`src/hw/pmc_pkg.sv`:
```
// constants shared by the power mode controller
// Notes on behaviour
// normal mode: core and all peripherals get clock and run; here only peripherals enabled in pen_r are clocked
// core-halt bit stops the core, peripherals stay clocked; any interrupt ends idle
// software selects an internal oscillator as clock before setting stop-clocks
// suspend halts core and digital peripherals and turns internal oscillators off
// software disables unused analog parts, then sets the deep power-down bit
// sleep powers down most nets; pins, ram and registers keep their state
// suspend and sleep wake on alarm, oscillator failure, port match, comparator rise
// after any wake the core resumes code where it stopped
// unused digital peripherals have their clocks gated off
// after reset the clock is the low-power oscillator divided by eight
// divider offers eight power-of-two settings from 1 to 128
// a wake clears the mode request bit and returns to normal mode
package pmc_pkg;
  localparam int ADDR_W = 4;
  localparam int PERIPH_N = 8;
  // register byte addresses
  localparam logic [ADDR_W-1:0] PWR_CTRL_ADDR = 4'h0;
  localparam logic [ADDR_W-1:0] PU_CFG_ADDR = 4'h4;
  localparam logic [ADDR_W-1:0] CLK_SEL_ADDR = 4'h8;
  localparam logic [ADDR_W-1:0] PERIPH_EN_ADDR = 4'hC;
  // field positions
  localparam int CORE_HALT_BIT = 0;
  localparam int STOP_CLK_BIT = 0;
  localparam int DEEP_PD_BIT = 1;
  localparam int SRC_LSB = 0;
  localparam int DIV_LSB = 4;
  localparam int STATE_LSB = 8;
  // clock sources
  localparam logic [1:0] SRC_LPOSC = 2'h0;
  localparam logic [1:0] SRC_HFOSC = 2'h1;
  localparam logic [1:0] SRC_EXT = 2'h2;
  // reset values
  localparam logic [1:0] SRC_RESET = SRC_LPOSC;
  localparam logic [2:0] DIV_RESET = 3'h3;
  localparam logic [PERIPH_N-1:0] PERIPH_RESET = 8'h00;
  localparam logic [31:0] READ_ZERO = 32'h0000_0000;
  typedef enum logic [1:0] {
    MODE_NORMAL = 2'b00,
    MODE_IDLE = 2'b01,
    MODE_SUSPEND = 2'b10,
    MODE_SLEEP = 2'b11
  } pmode_e;
endpackage

```
`src/hw/wake_if.sv`:
```
// wake event carrier between the controller and its edge detector
`timescale 1ns/10ps
`default_nettype none
interface wake_if;
  logic [3:0] raw;
  logic [3:0] pulse;
  modport det (input raw, output pulse);
  modport ctl (output raw, input pulse);
endinterface
`default_nettype wire

```
`src/hw/wake_sync.sv`:
```
// synchronises wake pins and turns them into one-cycle pulses
`timescale 1ns/10ps
`default_nettype none
module wake_sync (
  input wire logic clk_i,
  input wire logic reset_n_i,
  wake_if.det w
);
  logic [3:0] s1_r;
  logic [3:0] s2_r;
  logic [3:0] s3_r;
  // two-stage synchroniser then one stage for edge detection
  always_ff @(posedge clk_i) begin
    if (!reset_n_i) begin
      s1_r <= 4'h0;
      s2_r <= 4'h0;
      s3_r <= 4'h0;
    end else begin
      s1_r <= w.raw;
      s2_r <= s1_r;
      s3_r <= s2_r;
    end
  end
  // rising edge of each source; a level held across sleep does not rewake
  assign w.pulse = s2_r & ~s3_r;
endmodule
`default_nettype wire

```
`src/hw/power_mode_controller.sv`:
```
// power mode sequencer with clock source and divider control
`timescale 1ns/10ps
`default_nettype none
module power_mode_controller
  import pmc_pkg::*;
(
  input wire logic clk_i,
  input wire logic reset_n_i,
  input wire logic [ADDR_W-1:0] avs_address_i,
  input wire logic avs_read_i,
  input wire logic avs_write_i,
  input wire logic [31:0] avs_writedata_i,
  output logic [31:0] avs_readdata_o,
  output logic avs_waitrequest_o,
  input wire logic irq_any_i,
  input wire logic rtc_alarm_i,
  input wire logic rtc_fail_i,
  input wire logic port_match_i,
  input wire logic cmp0_i,
  output logic core_clk_en_o,
  output logic dig_clk_en_o,
  output logic [PERIPH_N-1:0] periph_clk_en_o,
  output logic int_osc_en_o,
  output logic power_nets_on_o,
  output logic retain_o,
  output logic [1:0] sys_src_o,
  output logic [2:0] sys_div_o,
  output logic [1:0] mode_o
);
  pmode_e mode_r;
  pmode_e mode_nxt;
  logic halt_r;
  logic stop_r;
  logic deep_r;
  logic [1:0] src_r;
  logic [2:0] div_r;
  logic [PERIPH_N-1:0] pen_r;
  logic ack_r;
  logic irq_s1_r;
  logic irq_s2_r;
  logic [31:0] rdata_r;
  wake_if wk ();

  ////////////////////////////////////////////////////////////////////////
  // wake sources pass a synchroniser before use
  assign wk.raw = {cmp0_i, port_match_i, rtc_fail_i, rtc_alarm_i};
  wake_sync u_wake (
    .clk_i(clk_i),
    .reset_n_i(reset_n_i),
    .w(wk)
  );

  // interrupt is a level; synchronised only
  always_ff @(posedge clk_i) begin
    if (!reset_n_i) begin
      irq_s1_r <= 1'b0;
      irq_s2_r <= 1'b0;
    end else begin
      irq_s1_r <= irq_any_i;
      irq_s2_r <= irq_s1_r;
    end
  end

  ////////////////////////////////////////////////////////////////////////
  // bus decode: one wait cycle, then answer
  wire acc = (avs_read_i | avs_write_i) & ~ack_r;
  wire wr_hit = avs_write_i & ack_r;
  wire wr_ctrl = wr_hit & (avs_address_i == PWR_CTRL_ADDR);
  wire wr_cfg = wr_hit & (avs_address_i == PU_CFG_ADDR);
  wire wr_clk = wr_hit & (avs_address_i == CLK_SEL_ADDR);
  wire wr_pen = wr_hit & (avs_address_i == PERIPH_EN_ADDR);
  wire wake_deep = |wk.pulse;
  wire wake_idle = irq_s2_r;
  assign avs_waitrequest_o = (avs_read_i | avs_write_i) & ~ack_r;

  always_ff @(posedge clk_i) begin
    if (!reset_n_i) begin
      ack_r <= 1'b0;
    end else begin
      ack_r <= acc;
    end
  end

  // read mux; unmapped addresses read zero
  logic [31:0] rd_mux;
  always_comb begin
    rd_mux = READ_ZERO;
    unique case (avs_address_i)
      PWR_CTRL_ADDR: rd_mux[CORE_HALT_BIT] = halt_r;
      PU_CFG_ADDR: begin
        rd_mux[STOP_CLK_BIT] = stop_r;
        rd_mux[DEEP_PD_BIT] = deep_r;
      end
      CLK_SEL_ADDR: begin
        rd_mux[SRC_LSB +: 2] = src_r;
        rd_mux[DIV_LSB +: 3] = div_r;
        rd_mux[STATE_LSB +: 2] = mode_r;
      end
      PERIPH_EN_ADDR: rd_mux[PERIPH_N-1:0] = pen_r;
      default: rd_mux = READ_ZERO;
    endcase
  end

  always_ff @(posedge clk_i) begin
    if (!reset_n_i) begin
      rdata_r <= READ_ZERO;
    end else if (acc) begin
      rdata_r <= rd_mux;
    end
  end
  assign avs_readdata_o = rdata_r;

  ////////////////////////////////////////////////////////////////////////
  // request bits; a wake clears them and wins over a same-cycle write
  always_ff @(posedge clk_i) begin
    if (!reset_n_i) begin
      halt_r <= 1'b0;
      stop_r <= 1'b0;
      deep_r <= 1'b0;
    end else begin
      if (mode_r == MODE_IDLE && wake_idle) begin
        halt_r <= 1'b0;
      end else if (wr_ctrl) begin
        halt_r <= avs_writedata_i[CORE_HALT_BIT];
      end
      if ((mode_r == MODE_SUSPEND || mode_r == MODE_SLEEP) && wake_deep) begin
        stop_r <= 1'b0;
        deep_r <= 1'b0;
      end else if (wr_cfg) begin
        stop_r <= avs_writedata_i[STOP_CLK_BIT];
        deep_r <= avs_writedata_i[DEEP_PD_BIT];
      end
    end
  end

  // clock source, divider and per-peripheral gating
  always_ff @(posedge clk_i) begin
    if (!reset_n_i) begin
      src_r <= SRC_RESET;
      div_r <= DIV_RESET;
      pen_r <= PERIPH_RESET;
    end else begin
      if (wr_clk) begin
        src_r <= avs_writedata_i[SRC_LSB +: 2];
        div_r <= avs_writedata_i[DIV_LSB +: 3];
      end
      if (wr_pen) begin
        pen_r <= avs_writedata_i[PERIPH_N-1:0];
      end
    end
  end

  ////////////////////////////////////////////////////////////////////////
  // mode sequencer; sleep takes priority over suspend over idle
  wire src_ok = (src_r == SRC_LPOSC) || (src_r == SRC_HFOSC);
  always_comb begin
    mode_nxt = mode_r;
    unique case (mode_r)
      MODE_NORMAL: begin
        if (deep_r) begin
          mode_nxt = MODE_SLEEP;
        end else if (stop_r && src_ok) begin
          mode_nxt = MODE_SUSPEND;
        end else if (halt_r) begin
          mode_nxt = MODE_IDLE;
        end
      end
      MODE_IDLE: begin
        if (wake_idle) begin
          mode_nxt = MODE_NORMAL;
        end
      end
      MODE_SUSPEND, MODE_SLEEP: begin
        if (wake_deep) begin
          mode_nxt = MODE_NORMAL;
        end
      end
    endcase
  end

  always_ff @(posedge clk_i) begin
    if (!reset_n_i) begin
      mode_r <= MODE_NORMAL;
    end else begin
      mode_r <= mode_nxt;
    end
  end

  ////////////////////////////////////////////////////////////////////////
  // enables; registers stay in this always-on domain so state is kept
  wire is_norm = (mode_r == MODE_NORMAL);
  wire is_idle = (mode_r == MODE_IDLE);
  wire is_deep = (mode_r == MODE_SUSPEND) || (mode_r == MODE_SLEEP);
  assign core_clk_en_o = is_norm;
  assign dig_clk_en_o = ~is_deep;
  assign periph_clk_en_o = is_deep ? '0 : pen_r;
  assign int_osc_en_o = ~is_deep;
  assign power_nets_on_o = (mode_r != MODE_SLEEP);
  assign retain_o = (mode_r == MODE_SLEEP);
  assign sys_src_o = src_r;
  assign sys_div_o = div_r;
  assign mode_o = mode_r;

  ////////////////////////////////////////////////////////////////////////
  // checks
  chk_idle_exit: assert property (@(posedge clk_i) disable iff (!reset_n_i)
    is_idle && wake_idle |=> is_norm && !halt_r)
    else $error("idle did not end on interrupt");
  chk_deep_exit: assert property (@(posedge clk_i) disable iff (!reset_n_i)
    is_deep && wake_deep |=> is_norm && !stop_r && !deep_r)
    else $error("low power mode did not end on wake");
  chk_osc_off: assert property (@(posedge clk_i) disable iff (!reset_n_i)
    is_deep |-> !int_osc_en_o && !core_clk_en_o && periph_clk_en_o == '0)
    else $error("oscillator or clocks on in suspend");
  chk_idle_periph: assert property (@(posedge clk_i) disable iff (!reset_n_i)
    is_idle |-> dig_clk_en_o && !core_clk_en_o)
    else $error("idle clocking wrong");
  chk_reset_clock: assert property (@(posedge clk_i)
    !reset_n_i |=> sys_src_o == SRC_LPOSC && sys_div_o == DIV_RESET)
    else $error("reset clock not divided low power oscillator");
  chk_sleep_entry: assert property (@(posedge clk_i) disable iff (!reset_n_i)
    is_norm && deep_r |=> mode_r == MODE_SLEEP && retain_o)
    else $error("sleep not entered");
  chk_suspend_src: assert property (@(posedge clk_i) disable iff (!reset_n_i)
    is_norm && stop_r && !deep_r && !src_ok |=> !is_deep)
    else $error("suspend from external clock");
  chk_normal_run: assert property (@(posedge clk_i) disable iff (!reset_n_i)
    is_norm |-> core_clk_en_o && dig_clk_en_o && power_nets_on_o)
    else $error("normal mode not fully clocked");
  cov_idle: cover property (@(posedge clk_i) is_idle ##[1:50] is_norm);
  cov_suspend: cover property (@(posedge clk_i) mode_r == MODE_SUSPEND ##[1:50] is_norm);
  cov_sleep: cover property (@(posedge clk_i) mode_r == MODE_SLEEP ##[1:50] is_norm);
endmodule
`default_nettype wire

```
`config.mk`:
```
export PLATFORM = sky130hd
export DESIGN_NAME = power_mode_controller
export DESIGN_NICKNAME = d
export VERILOG_FILES = /design/src/hw/pmc_pkg.sv /design/src/hw/wake_if.sv /design/src/hw/wake_sync.sv /design/src/hw/power_mode_controller.sv
export SDC_FILE = /design/constraint.sdc
export NUM_CORES = 1
export LEC_CHECK = 0
export ABC_AREA = 1
export CAP_MARGIN = 20
export CORE_UTILIZATION = 65
export CTS_CLUSTER_DIAMETER = 120
export CTS_CLUSTER_SIZE = 25
export DETAILED_ROUTE_END_ITERATION = 10
export DONT_BUFFER_PORTS = 1
export PLACE_DENSITY_LB_ADDON = 0.08
export SLEW_MARGIN = 20
export SYNTH_ARGS = -nofsm -noshare
export SYNTH_HDL_FRONTEND = slang
export SYNTH_SLANG_ARGS = --single-unit
```
`constraint.sdc`:
```
create_clock -name clk_i -period 2.2 [get_ports clk_i]
set_clock_uncertainty 0.05 [all_clocks]
set_input_delay 0.22 -clock clk_i [delete_from_list [all_inputs] [get_ports clk_i]]
set_output_delay 0.22 -clock clk_i [all_outputs]
set_load 0.05 [all_outputs]
```
### Word level (Yosys, flattened, before mapping)

Index checks and enable logic that the tools add are counted.

| word-level totals | value |
|---|---|
| output and inout bits | 53 |
| logic and storage cells | 63 |
| bits of input ports | 45 |
| register bits after elaboration | 43 |

| cells by class | value |
|---|---|
| equal/unequal tests | 11 |
| muxes and demuxes | 13 |
| reduce and logical (&&, ||, !) cells | 13 |
| bitwise logic cells | 12 |

Operator list:

| kind | number |
|---|---|
| $mux W2 | 7 |
| $eq A4 B4 Y1 const B | 2 |
| $mux W8 | 1 |
| $and A1 B1 Y1 | 6 |
| $ne A2 B2 Y1 const B | 3 |
| $pmux W2 S3 | 1 |
| $pmux W3 S2 | 1 |
| $reduce_or A2 Y1 | 3 |
| $and A4 B4 Y4 | 1 |
| $eq A2 B1 Y1 const B | 2 |
| $eq A2 B2 Y1 const B | 2 |
| $eq A4 B3 Y1 const B | 1 |
| $logic_not A2 Y1 | 2 |
| $logic_not A4 Y1 | 1 |
| $ne A4 B1 Y1 const B | 1 |
| $not A4 Y4 | 1 |
| $pmux W1 S4 | 1 |
| $reduce_or A4 Y1 | 1 |
| $logic_and A1 B1 Y1 | 3 |
| $not A1 Y1 | 3 |
| $pmux W1 S3 | 1 |
| $reduce_and A3 Y1 | 1 |
| $logic_or A1 B1 Y1 | 2 |
| $mux W1 | 1 |
| $or A1 B1 Y1 | 1 |

### Depth between registers and ports, before layout

Gate-level depths: netlist (run 1).

| logic depth | value |
|---|---|
| depth in word-level cells | 6 |
| depth in mapped cells | 8 |
| depth with buffers taken out | 8 |

### Modules after synthesis

From an unflattened synthesis (run 1), not the netlist that was laid out.

| second synthesis, totals | value |
|---|---|
| cell total of the unflattened synthesis | 254 |
| area total of the unflattened synthesis | 1910.6 µm² |

Modules (own cells, without submodules):

| module | instances | sequential area each (µm²) | cells an instance | area an instance (µm²) |
|---|---|---|---|---|
| power_mode_controller | 1 | 620.6 | 209 | 1539.0 |
| wake_sync | 1 | 240.2 | 45 | 371.6 |

### Worst setup path after synthesis (run 1)

No wires, ideal clock.

| timing path | value |
|---|---|
| kind | register to output |
| start | register mode_r[1], in the netlist mode_o[1] |
| end | output port retain_o |
| stages on the path, launching flop included | 4 |
| arrival time | 1.835 ns |
| data required time | 1.930 ns |
| setup slack | 0.095 ns |
| path buffers | 1 |
| cell sequence | dfxtp_1 clkbuf_1 nand2_1 inv_1 |

| between the ends | value |
|---|---|
| cells in the longest elaborated chain, start to end | 1 |

RTL lines:

| element | RTL line | text |
|---|---|---|
| start, declared | power_mode_controller.sv:30 | `pmode_e mode_r;` |
| start signal, assigned | power_mode_controller.sv:185 | `mode_r <= mode_nxt;` |
| $eq A2 B2 Y1 | power_mode_controller.sv:199 | `assign retain_o = (mode_r == MODE_SLEEP);` |
| end, declared | power_mode_controller.sv:25 | `output logic retain_o,` |

No other way between the ends.

### Worst setup path in the final report (run 1)

| timing path | value |
|---|---|
| start | input port reset_n_i |
| end | register div_r[1], in the netlist sys_div_o[1] |

RTL lines:

| element | RTL line | text |
|---|---|---|
| start, declared | power_mode_controller.sv:8 | `input wire logic reset_n_i,` |
| end signal, assigned | power_mode_controller.sv:145 | `div_r <= avs_writedata_i[DIV_LSB +: 3];` |
| end, declared | power_mode_controller.sv:36 | `logic [2:0] div_r;` |

No word-level cell between the ends.

==> impl_metrics.toml, run 1 <==
[setup_path]
timing.critical_path.cells = "dlygate4sd3_1 -> nand3_1 -> dlygate4sd3_1"
critPathLaunchType = "primary input"
worst_path_most_repeated_cell = "dlygate4sd3_1"
worst_path_max_delay_cell = "dlygate4sd3_1"
critPathTopFamily = "buffers and inverters"
arrival_ns = 2.19
delay_of_the_slowest_critical_path_stage_ns = 1.22
cp_num_buf_inv = 2
crit_fanout = 30
capturing_element_type_of_the_critical_path = "flop"
critical_path_class = "in2reg"
worst-endpoint-required_ns = 2.40

[clocking]
clk_root_buffer_cell = "clkbuf_4"
cts.repair.resized = 0
clkLatencyLatePin_ns = 0.35
cts-root-to-sink-buffers = 2
cts.htree.levels = 2
clk_transition_reported_paths_ns = 0.12
cts_sinks = 43
clock_tree_from_tritoncts = "done"
cts_buffers = 5
postCtsSetupBuffers = 0

[grt]
pin_count_of_the_biggest_net_entering_global_routing = 31
global_route.usage.total_pct = 24.57
grt_use_met2_pct = 40.14
met1_usage_pct = 30.56
vias_in_the_first_global_route = 1317
grt_pass1_wl_mm = 5.885
busiest_grt_layer = "met2"
global_route.overflow_total = 0
met3_usage_pct = 6.279
grt_antenna_before_repair = 0

[timing]
rsz0062_at_grt = "no"
timing_max_transition_violations_final = 0
final.period_utilization_pct = 90.43
timing.max_slew.rel_slack_pct = 31.04
fmax_mhz = 502.6
setup_viol = 0
report.final.hold_viol_count = 0
final_sum_of_negative_setup_slack_ns = 0
worst_pin_slew_ns = 1.031
finalCriticalPeriod_ns = 1.989

[yosys]
synth.top_cell.area_share_pct = 45.35
ys_types = 24
post-synth-top-area-cell = "dfxtp_1"
synth_warnings = 0
syn_avg_cell_area_um2 = 7.414
synthCells = 256
ys_seq_area_share_pct = 45.35
post_synth_instance_area_mm2 = 0.001898
ys_top_cells_by_area = "dfxtp_1 (45%), nand2_1 (11%), buf_4 (9.1%)"
synth-seq-cells = 43

[die]
dieHeight_um = 56.04
floorplan.initialDensity_pct = 68.83
die_width_um = 56.04
top_level_ports = 98
fp-row-count = 19
fp.dieArea_mm2 = 0.003140
core-area_mm2 = 0.002758

[drt]
dr.pass1.iters = 4
route.vias.total = 1547
wirelength_mm = 3.707
drtAntennaViolNets = 0
wl_per_cell_um = 11.81
post-route-drc-count = 0
drt-initial-drc-count = 47
vias_per_cell = 4.927

[final_layout]
flow.area_growth_from_synthesis_pct = 12.59
antenna_cells = 0
num-fill-cells = 220
layout.cells.non_filler = 314
final_layout_size_suffix_gt1_share_pct = 13.07
design.final.nets = 327

[place]
post-dp-hpwl_mm = 2.416
post-place-cells = 293
placement.io_buffers = 0
gp_congestion = 0.8202

[pwr]
cellLeakagePower_nw = 1.021
powerDensity_mw_per_mm2 = 738.8
irDropWorstVdd_uv = 721.3

[min_path]
hold_path_class = "in2reg"

[run_status]
run_status = "complete, no violations"

[flow_run]
drv_cap = 0
==> per-stage QoR <==
stage          hold WS (ns)  util (%)  power (mW)  area, µm²  setup slack (ns)
2_1_floorplan        0.2676         -       1.062       1977           0.09506
3_3_place_gp         0.2590     69.65       1.052       1921            0.6731
3_5_place_dp         0.2615     69.65       1.054       1921            0.6868
4_1_cts            0.002500     77.13       1.582       2127            0.2857
5_1_grt             0.02475     77.50       1.642       2137            0.1768
6_report            0.01040     77.50       1.579       2137            0.2105
==> state kept, by name, summed over array words and instances, names as in the netlist <==
signal and cells:
avs_readdata_o 10, pen_r 8, u_wake.s1_r 4, u_wake.s2_r 4, u_wake.s3_r 4, sys_div_o 3, mode_o 2, sys_src_o 2
ack_r 1, deep_r 1, halt_r 1, irq_s1_r 1, irq_s2_r 1, stop_r 1
==> path summary, 6_finish.rpt <==
check	depth (start not counted)	to	slack, ns	start
max	3	sys_div_o[1]	0.21	reset_n_i
max reg2reg	6	sys_div_o[1]	0.60	ack_r
min reg2reg	2	u_wake.s2_r[0]	0.38	u_wake.s1_r[0]
min	2	pen_r[4]	0.01	avs_writedata_i[4]
==> power by group <==
part           leakage [nW]  total [mW]  switching (mW)  internal [mW]
combinational         0.624       0.247           0.192         0.0551
sequential            0.350       0.818          0.0192          0.798
clock                0.0482       0.515           0.246          0.269
==> routing by layer <==
layer / share of wire, % / wire length, µm / up-vias
met2: 49 / 1805 / 52
li1: - / - / 795
met5: 0 / 0 / -
met3: 6.8 / 251 / 7
met4: 1.5 / 57 / 0
met1: 43 / 1593 / 693
==> cells in the mapped netlist, drive strengths merged <==
cell type and n:
a211oi 1, nand2 60, buf 25, o22ai 1, conb 1, dfxtp 43
inv 39, clkbuf 5, nor2 30, nand3 10, a31oi 3, a21oi 19
o21bai 1, o21ai 18
==> cell type report <==
type	count	area (µm²)	share of cell area [%]
Sequential cell	43	860.8	40.28
Multi-Input combinational cell	165	762.0	35.66
Timing Repair Buffer	28	242.7	11.36
Inverter	39	146.4	6.850
Clock buffer	6	51.30	2.400
Tap cell	31	38.79	1.815
Clock inverter	2	35.03	1.639
==> what timing repair did <==
item,in CTS,in global routing
hold buffers,12,1
hold endpoints to repair,32,1
endpoints found under the setup margin,0,0
==> logic make-up (layout without fill, tap and decap cells) <==
group / Yosys count / in the layout / synth area share (%)
other cells: 1 / 22 / 0.1976
compound gates: 43 / 43 / 12.66
flops: 43 / 43 / 45.35
buf+inv: 69 / 75 / 18.66
simple gates: 100 / 100 / 23.14
==> layout by cell type (no fill, tap or decap) <==
cell type,Yosys,final
nand2_1,57,57
dfxtp_1,43,43
inv_1,37,37
nor2_1,24,24
conb_1,1,22
a21oi_1,19,19
o21ai_0,15,15
buf_4,23,15
dlygate4sd3_1,0,13
nand3_1,9,9
clkbuf_4,0,5
nor2_2,3,3
nand2_2,3,3
a31oi_1,3,3
nor2_4,2,2
inv_2,2,2
o21ai_1,2,2
o21bai_4,1,1
nor2_8,1,1
a211oi_1,1,1
nand3_2,1,1
o22ai_1,1,1
o21ai_2,1,1
clkinv_2,0,1
bufinv_16,0,1
clkbuf_8,0,1
Power figures use the tool's default switching activity.
==> run 2, diff against run 1 <==
==> constraint.sdc (replaced) <==
create_clock -name clk_i -period 2.2 [get_ports clk_i]
set_clock_uncertainty 0.05 [all_clocks]
set_input_delay 0.44 -clock clk_i [delete_from_list [all_inputs] [get_ports clk_i]]
set_output_delay 0.44 -clock clk_i [all_outputs]
set_load 0.05 [all_outputs]
==> run 2 against run 1 <==
  * Worst hold slack better by 0.11 ns
  * Power grew 4.1%
  * Die area did not move
  * Core utilization fell by 3.3 points
  * Via count fell by 2.8%
  * Maximum frequency rose by 12%
  * Combinational power down 11%
  * Final cell count fell by 3.8%
  * Global-route usage fell by 0.33 points
  * Clock power increased by 17%
  * First-iteration DRC count decreased by 19%
  * Critical path type is now reg2out
==> impl_metrics.toml, run 2 (synthesis results as in run 1) <==
[final_layout]
layout.cells.non_filler = 302
flow.area_growth_from_synthesis_pct = 7.844
seq_area_um2 = 862.1
multiInputGateArea_um2 = 762.0
final_layout_size_suffix_gt1_share_pct = 14.39
largest_reg_flops = 10
mostFrequentLayoutCells = "nand2_1 (57), dfxtp_1 (42), inv_1 (36), nor2_1 (24), conb_1 (22)"
num-fill-cells = 223
antenna_cells = 0
design.final.nets = 315
mostFrequentLayoutCell = "nand2_1"

[flow_run]
drv_cap = 0

[grt]
grt_pass1_wl_mm = 5.858
pin_count_of_the_biggest_net_entering_global_routing = 33
global_route.usage.total_pct = 24.24
grt_antenna_before_repair = 0
vias_in_the_first_global_route = 1337
global_route.overflow_total = 0

[clocking]
cts_sinks = 43
cts_buffers = 5
clkLatencyLatePin_ns = 0.35
post_cts_hold_buffer_count = 0
clk_root_buffer_cell = "clkbuf_4"
clk_transition_reported_paths_ns = 0.12
postCtsSetupBuffers = 0
cts.htree.levels = 2
cts.repair.resized = 0
clock_tree_from_tritoncts = "done"
cts-root-to-sink-buffers = 2

[die]
top_level_ports = 98
die_width_um = 56.04
floorplan.initialDensity_pct = 68.83
fp.dieArea_mm2 = 0.003140
core-area_mm2 = 0.002758
dieHeight_um = 56.04
fp-row-count = 19

[timing]
setup_viol = 0
report.final.hold_viol_count = 0
timing_max_transition_violations_final = 0
setup_ws_ns = 0.4251
final_sum_of_negative_setup_slack_ns = 0
whs_ns = 0.1176
worst_pin_slew_ns = 0.5536
rsz0062_at_grt = "no"
fmax_mhz = 563.4
timing.max_slew.rel_slack_pct = 63.04
final.period_utilization_pct = 80.68
finalCriticalPeriod_ns = 1.775

[setup_path]
flop_to_flop_setup_slack_ns = 0.78
capturing_element_type_of_the_critical_path = "output pin"
r2r-start = "ack_r"
critical_path_class = "reg2out"
rr_endpoint = "avs_readdata_o[1]"
worst-endpoint-required_ns = 1.71
crit_fanout = 14
arrival_ns = 1.28
reg2reg_depth = 5
critPathLaunchType = "flop"

[place]
post-place-cells = 294
post-place-ws_ns = 0.7643
post-dp-hpwl_mm = 2.559
placement.io_buffers = 0
gp_congestion = 0.8299

[drt]
wirelength_mm = 3.596
wl_per_cell_um = 11.91
vias_per_cell = 4.977
dr.pass1.iters = 4
route.vias.total = 1503
post-route-drc-count = 0
drt-initial-drc-count = 38
drtAntennaViolNets = 0

[pwr]
irDropWorstVdd_uv = 731.1
cellLeakagePower_nw = 0.9719
powerDensity_mw_per_mm2 = 802.9

[min_path]
min_delay_path_depth = 1
hold_path_end = "sys_div_o[1]"
hold_path_class = "in2reg"
worstHoldStart = "reset_n_i"

[run_status]
run_status = "complete, no violations"
run 2: area by class of cell:
class                   instances  share of cell area (%)
clock inverters                 2                   2.934
multi-input cells             165                   37.23
well taps                      31                   1.895
flip-flops and latches         43                   42.11
inverters                      39                   7.335
repair buffers                 16                   6.479
clock buffers                   6                   2.017
run 2: power breakdown:
group	leakage (nW)	internal, mW	switching, mW	total (mW)
combinational	0.569	0.0428	0.178	0.221
clock	0.0525	0.355	0.248	0.602
sequential	0.350	0.798	0.0218	0.820
total	0.972	1.20	0.448	1.64
run 2: how the worst max path moves through the flow:
stage / endpoint / start / slack [ns]
finish: retain_o / mode_o[1] / 0.43
global route: retain_o / mode_o[1] / 0.36
CTS: retain_o / mode_o[1] / 0.40
detailed placement: avs_readdata_o[1] / avs_write_i / 0.76
global placement: avs_readdata_o[1] / avs_write_i / 0.78
floorplan: retain_o / mode_o[0] / 0.10
run 2: critical path: stages, from the launching register on:
cell	delay [ns]
dfxtp_2	0.53
nand2_1	0.16
clkinvlp_4	0.11
buf_12	0.13
run 2: layer usage:
layer | part of all wire [%] | global-route usage (%)
met5 | 0 | 0
met4 | 1.3 | 8.711
met3 | 7.6 | 9.767
met2 | 49 | 39.80
met1 | 42 | 28.53
run 2: metrics by stage:
step	instance area (µm²)	util [%]	power, mW
6_report	2047	74.23	1.644
5_1_grt	2047	74.23	1.698
4_1_cts	2047	74.23	1.652
3_5_place_dp	1946	70.55	1.058
3_3_place_gp	1946	70.55	1.054
2_1_floorplan	1982	-	1.062
==> run 3, diff against run 2 <==
CORE_UTILIZATION = 55   (was 65)
clock period = 1.5 ns   (was 2.2 ns; I/O delays follow)
==> run 3 against run 2 <==
  * The run now ends with setup timing left
  * Die area is 17% higher
  * Worst hold slack worse by 0.099 ns
  * Count of clock-buffer cells in the layout is 1 lower
  * Critical endpoint unchanged
  * Register-to-register slack worse by 0.54 ns
  * Critical path depth is 1 lower
  * Power is 51% higher
  * Sequential power is 48% higher
  * Core utilization is 3.9 points lower
  * Non-clock buffer count is 11 higher
  * Routed wire length is 6.2% higher
  * Design area is 8.4% higher
==> impl_metrics.toml, run 3 (synthesis results as in run 1) <==
[grt]
grt_pass1_wl_mm = 5.602
vias_in_the_first_global_route = 1300
grt_use_met2_pct = 36.11
grt_antenna_before_repair = 0
global_route.usage.total_pct = 21.18
pin_count_of_the_biggest_net_entering_global_routing = 19
met1_usage_pct = 24.14
busiest_grt_layer = "met2"
met3_usage_pct = 7.463
global_route.overflow_total = 0

[setup_path]
timing.critical_path.cells = "nand2_2 -> clkinvlp_4"
worst-endpoint-required_ns = 1.15
worst_path_max_delay_cell = "dfxtp_4"
capturing_element_type_of_the_critical_path = "output pin"
critPathTopFamily = "flip-flops"
arrival_ns = 1.15
critPathLaunchType = "flop"
cp_num_buf_inv = 1
critical_path_class = "reg2out"
crit_fanout = 14
delay_of_the_slowest_critical_path_stage_ns = 0.43

[drt]
post-route-drc-count = 0
dr.pass1.iters = 4
drtAntennaViolNets = 0
vias_per_cell = 4.755
wl_per_cell_um = 11.71
drt-initial-drc-count = 60
route.vias.total = 1550
wirelength_mm = 3.818

[clocking]
cts-root-to-sink-buffers = 2
cts_buffers = 5
clk_transition_reported_paths_ns = 0.13
cts.htree.levels = 2
clock_tree_from_tritoncts = "done"
cts_sinks = 43
clkLatencyLatePin_ns = 0.36
clk_root_buffer_cell = "clkbuf_4"

[final_layout]
antenna_cells = 0
design.final.nets = 326
mostFrequentLayoutCell = "nand2_1"
flow.area_growth_from_synthesis_pct = 16.88
num-fill-cells = 304
final_layout_size_suffix_gt1_share_pct = 17.02
mostFrequentLayoutCells = "nand2_1 (56), dfxtp_1 (40), inv_1 (34), nor2_1 (24), conb_1 (22)"
final_core_utilization_pct = 70.36
layout.cells.non_filler = 326
largest_reg_flops = 10

[timing]
setup_viol = 1
fmax_mhz = 665.3
setup_ws_ns = -0.003094
timing.max_slew.rel_slack_pct = 53.96
finalCriticalPeriod_ns = 1.503
rsz0062_at_grt = "yes"
final.period_utilization_pct = 100.2
worst_pin_slew_ns = 0.6883
timing_max_transition_violations_final = 0
report.final.hold_viol_count = 0

[die]
dieHeight_um = 60.75
fp-row-count = 20
core-area_mm2 = 0.003153
die_width_um = 60.75
fp.dieArea_mm2 = 0.003690
floorplan.initialDensity_pct = 60.20
top_level_ports = 98

[place]
gp_congestion = 0.8037
post-place-cells = 308
placement.io_buffers = 0
post-dp-hpwl_mm = 2.486

[flow_run]
drv_cap = 0

[pwr]
irDropWorstVdd_uv = 716.8
cellLeakagePower_nw = 1.035
powerDensity_mw_per_mm2 = 1119

[min_path]
hold_path_class = "in2reg"

[run_status]
violations = "setup timing"
run_status = "finished with violations"
-- run 3: changes by cell type in the layout (fill, tap and decap cells not counted), moves of 2 or more --
cell / delta
dfxtp_1: -2
dlygate4sd3_1: +8
buf_4: -5
buf_6: +7
inv_1: -2
-- run 3: final timing paths --
| check | start | endpoint | slack, ns | cells past startpoint |
|---|---|---|---|---|
| worst max-delay path | mode_o[1] | retain_o | -0.003 | 2 |
| worst min-delay path | reset_n_i | pen_r[0] | 0.02 | 2 |
| worst max register to register | ack_r | avs_readdata_o[6] | 0.24 | 5 |
| worst min register to register | u_wake.s1_r[2] | u_wake.s2_r[2] | 0.37 | 2 |
-- run 3: metal layers --
layer	vias to the layer above	wire length, µm
met5	-	0
met4	0	29
met3	5	310
met2	64	1854
met1	687	1623
li1	794	-
-- run 3: cell type report --
type / count / area, µm² / area share (%)
flip-flops and latches: 43 / 867.1 / 39.09
multi-input cells: 165 / 764.5 / 34.46
repair buffers: 27 / 274.0 / 12.35
inverters: 39 / 152.6 / 6.881
clock inverters: 3 / 67.56 / 3.046
well taps: 44 / 55.05 / 2.482
clock buffers: 5 / 37.54 / 1.692
-- run 3: stage by stage --
| stage | area, µm² | power (mW) | worst slack [ns] | setup TNS, ns | hold WS [ns] |
|---|---|---|---|---|---|
| floorplan | 1987 | 1.559 | -0.1433 | -1.323 | 0.3405 |
| global placement | 1973 | 1.560 | 0.2482 | 0 | 0.3405 |
| detailed placement | 1973 | 1.562 | 0.2399 | 0 | 0.3424 |
| CTS | 2160 | 2.471 | -0.007598 | -0.01129 | 0.0003038 |
| global route | 2218 | 2.572 | -0.06307 | -0.3974 | 0.001041 |
| finish | 2218 | 2.482 | -0.003094 | -0.003094 | 0.01864 |
-- run 3: report_power, final --
part	total, mW	switching, mW	leakage (nW)	internal, mW
clock	0.903	0.385	0.0514	0.518
sequential	1.21	0.0349	0.351	1.17
combinational	0.373	0.276	0.632	0.0974
-- run 3: timing repair --
| item | 4_1_cts | 5_1_grt |
|---|---|---|
| endpoints found under the hold margin | 18 | 5 |
| hold buffers | 6 | 2 |
| setup buffers | 1 | 1 |
| resized for setup | 5 | 10 |
| endpoints found under the setup margin | 15 | 14 |
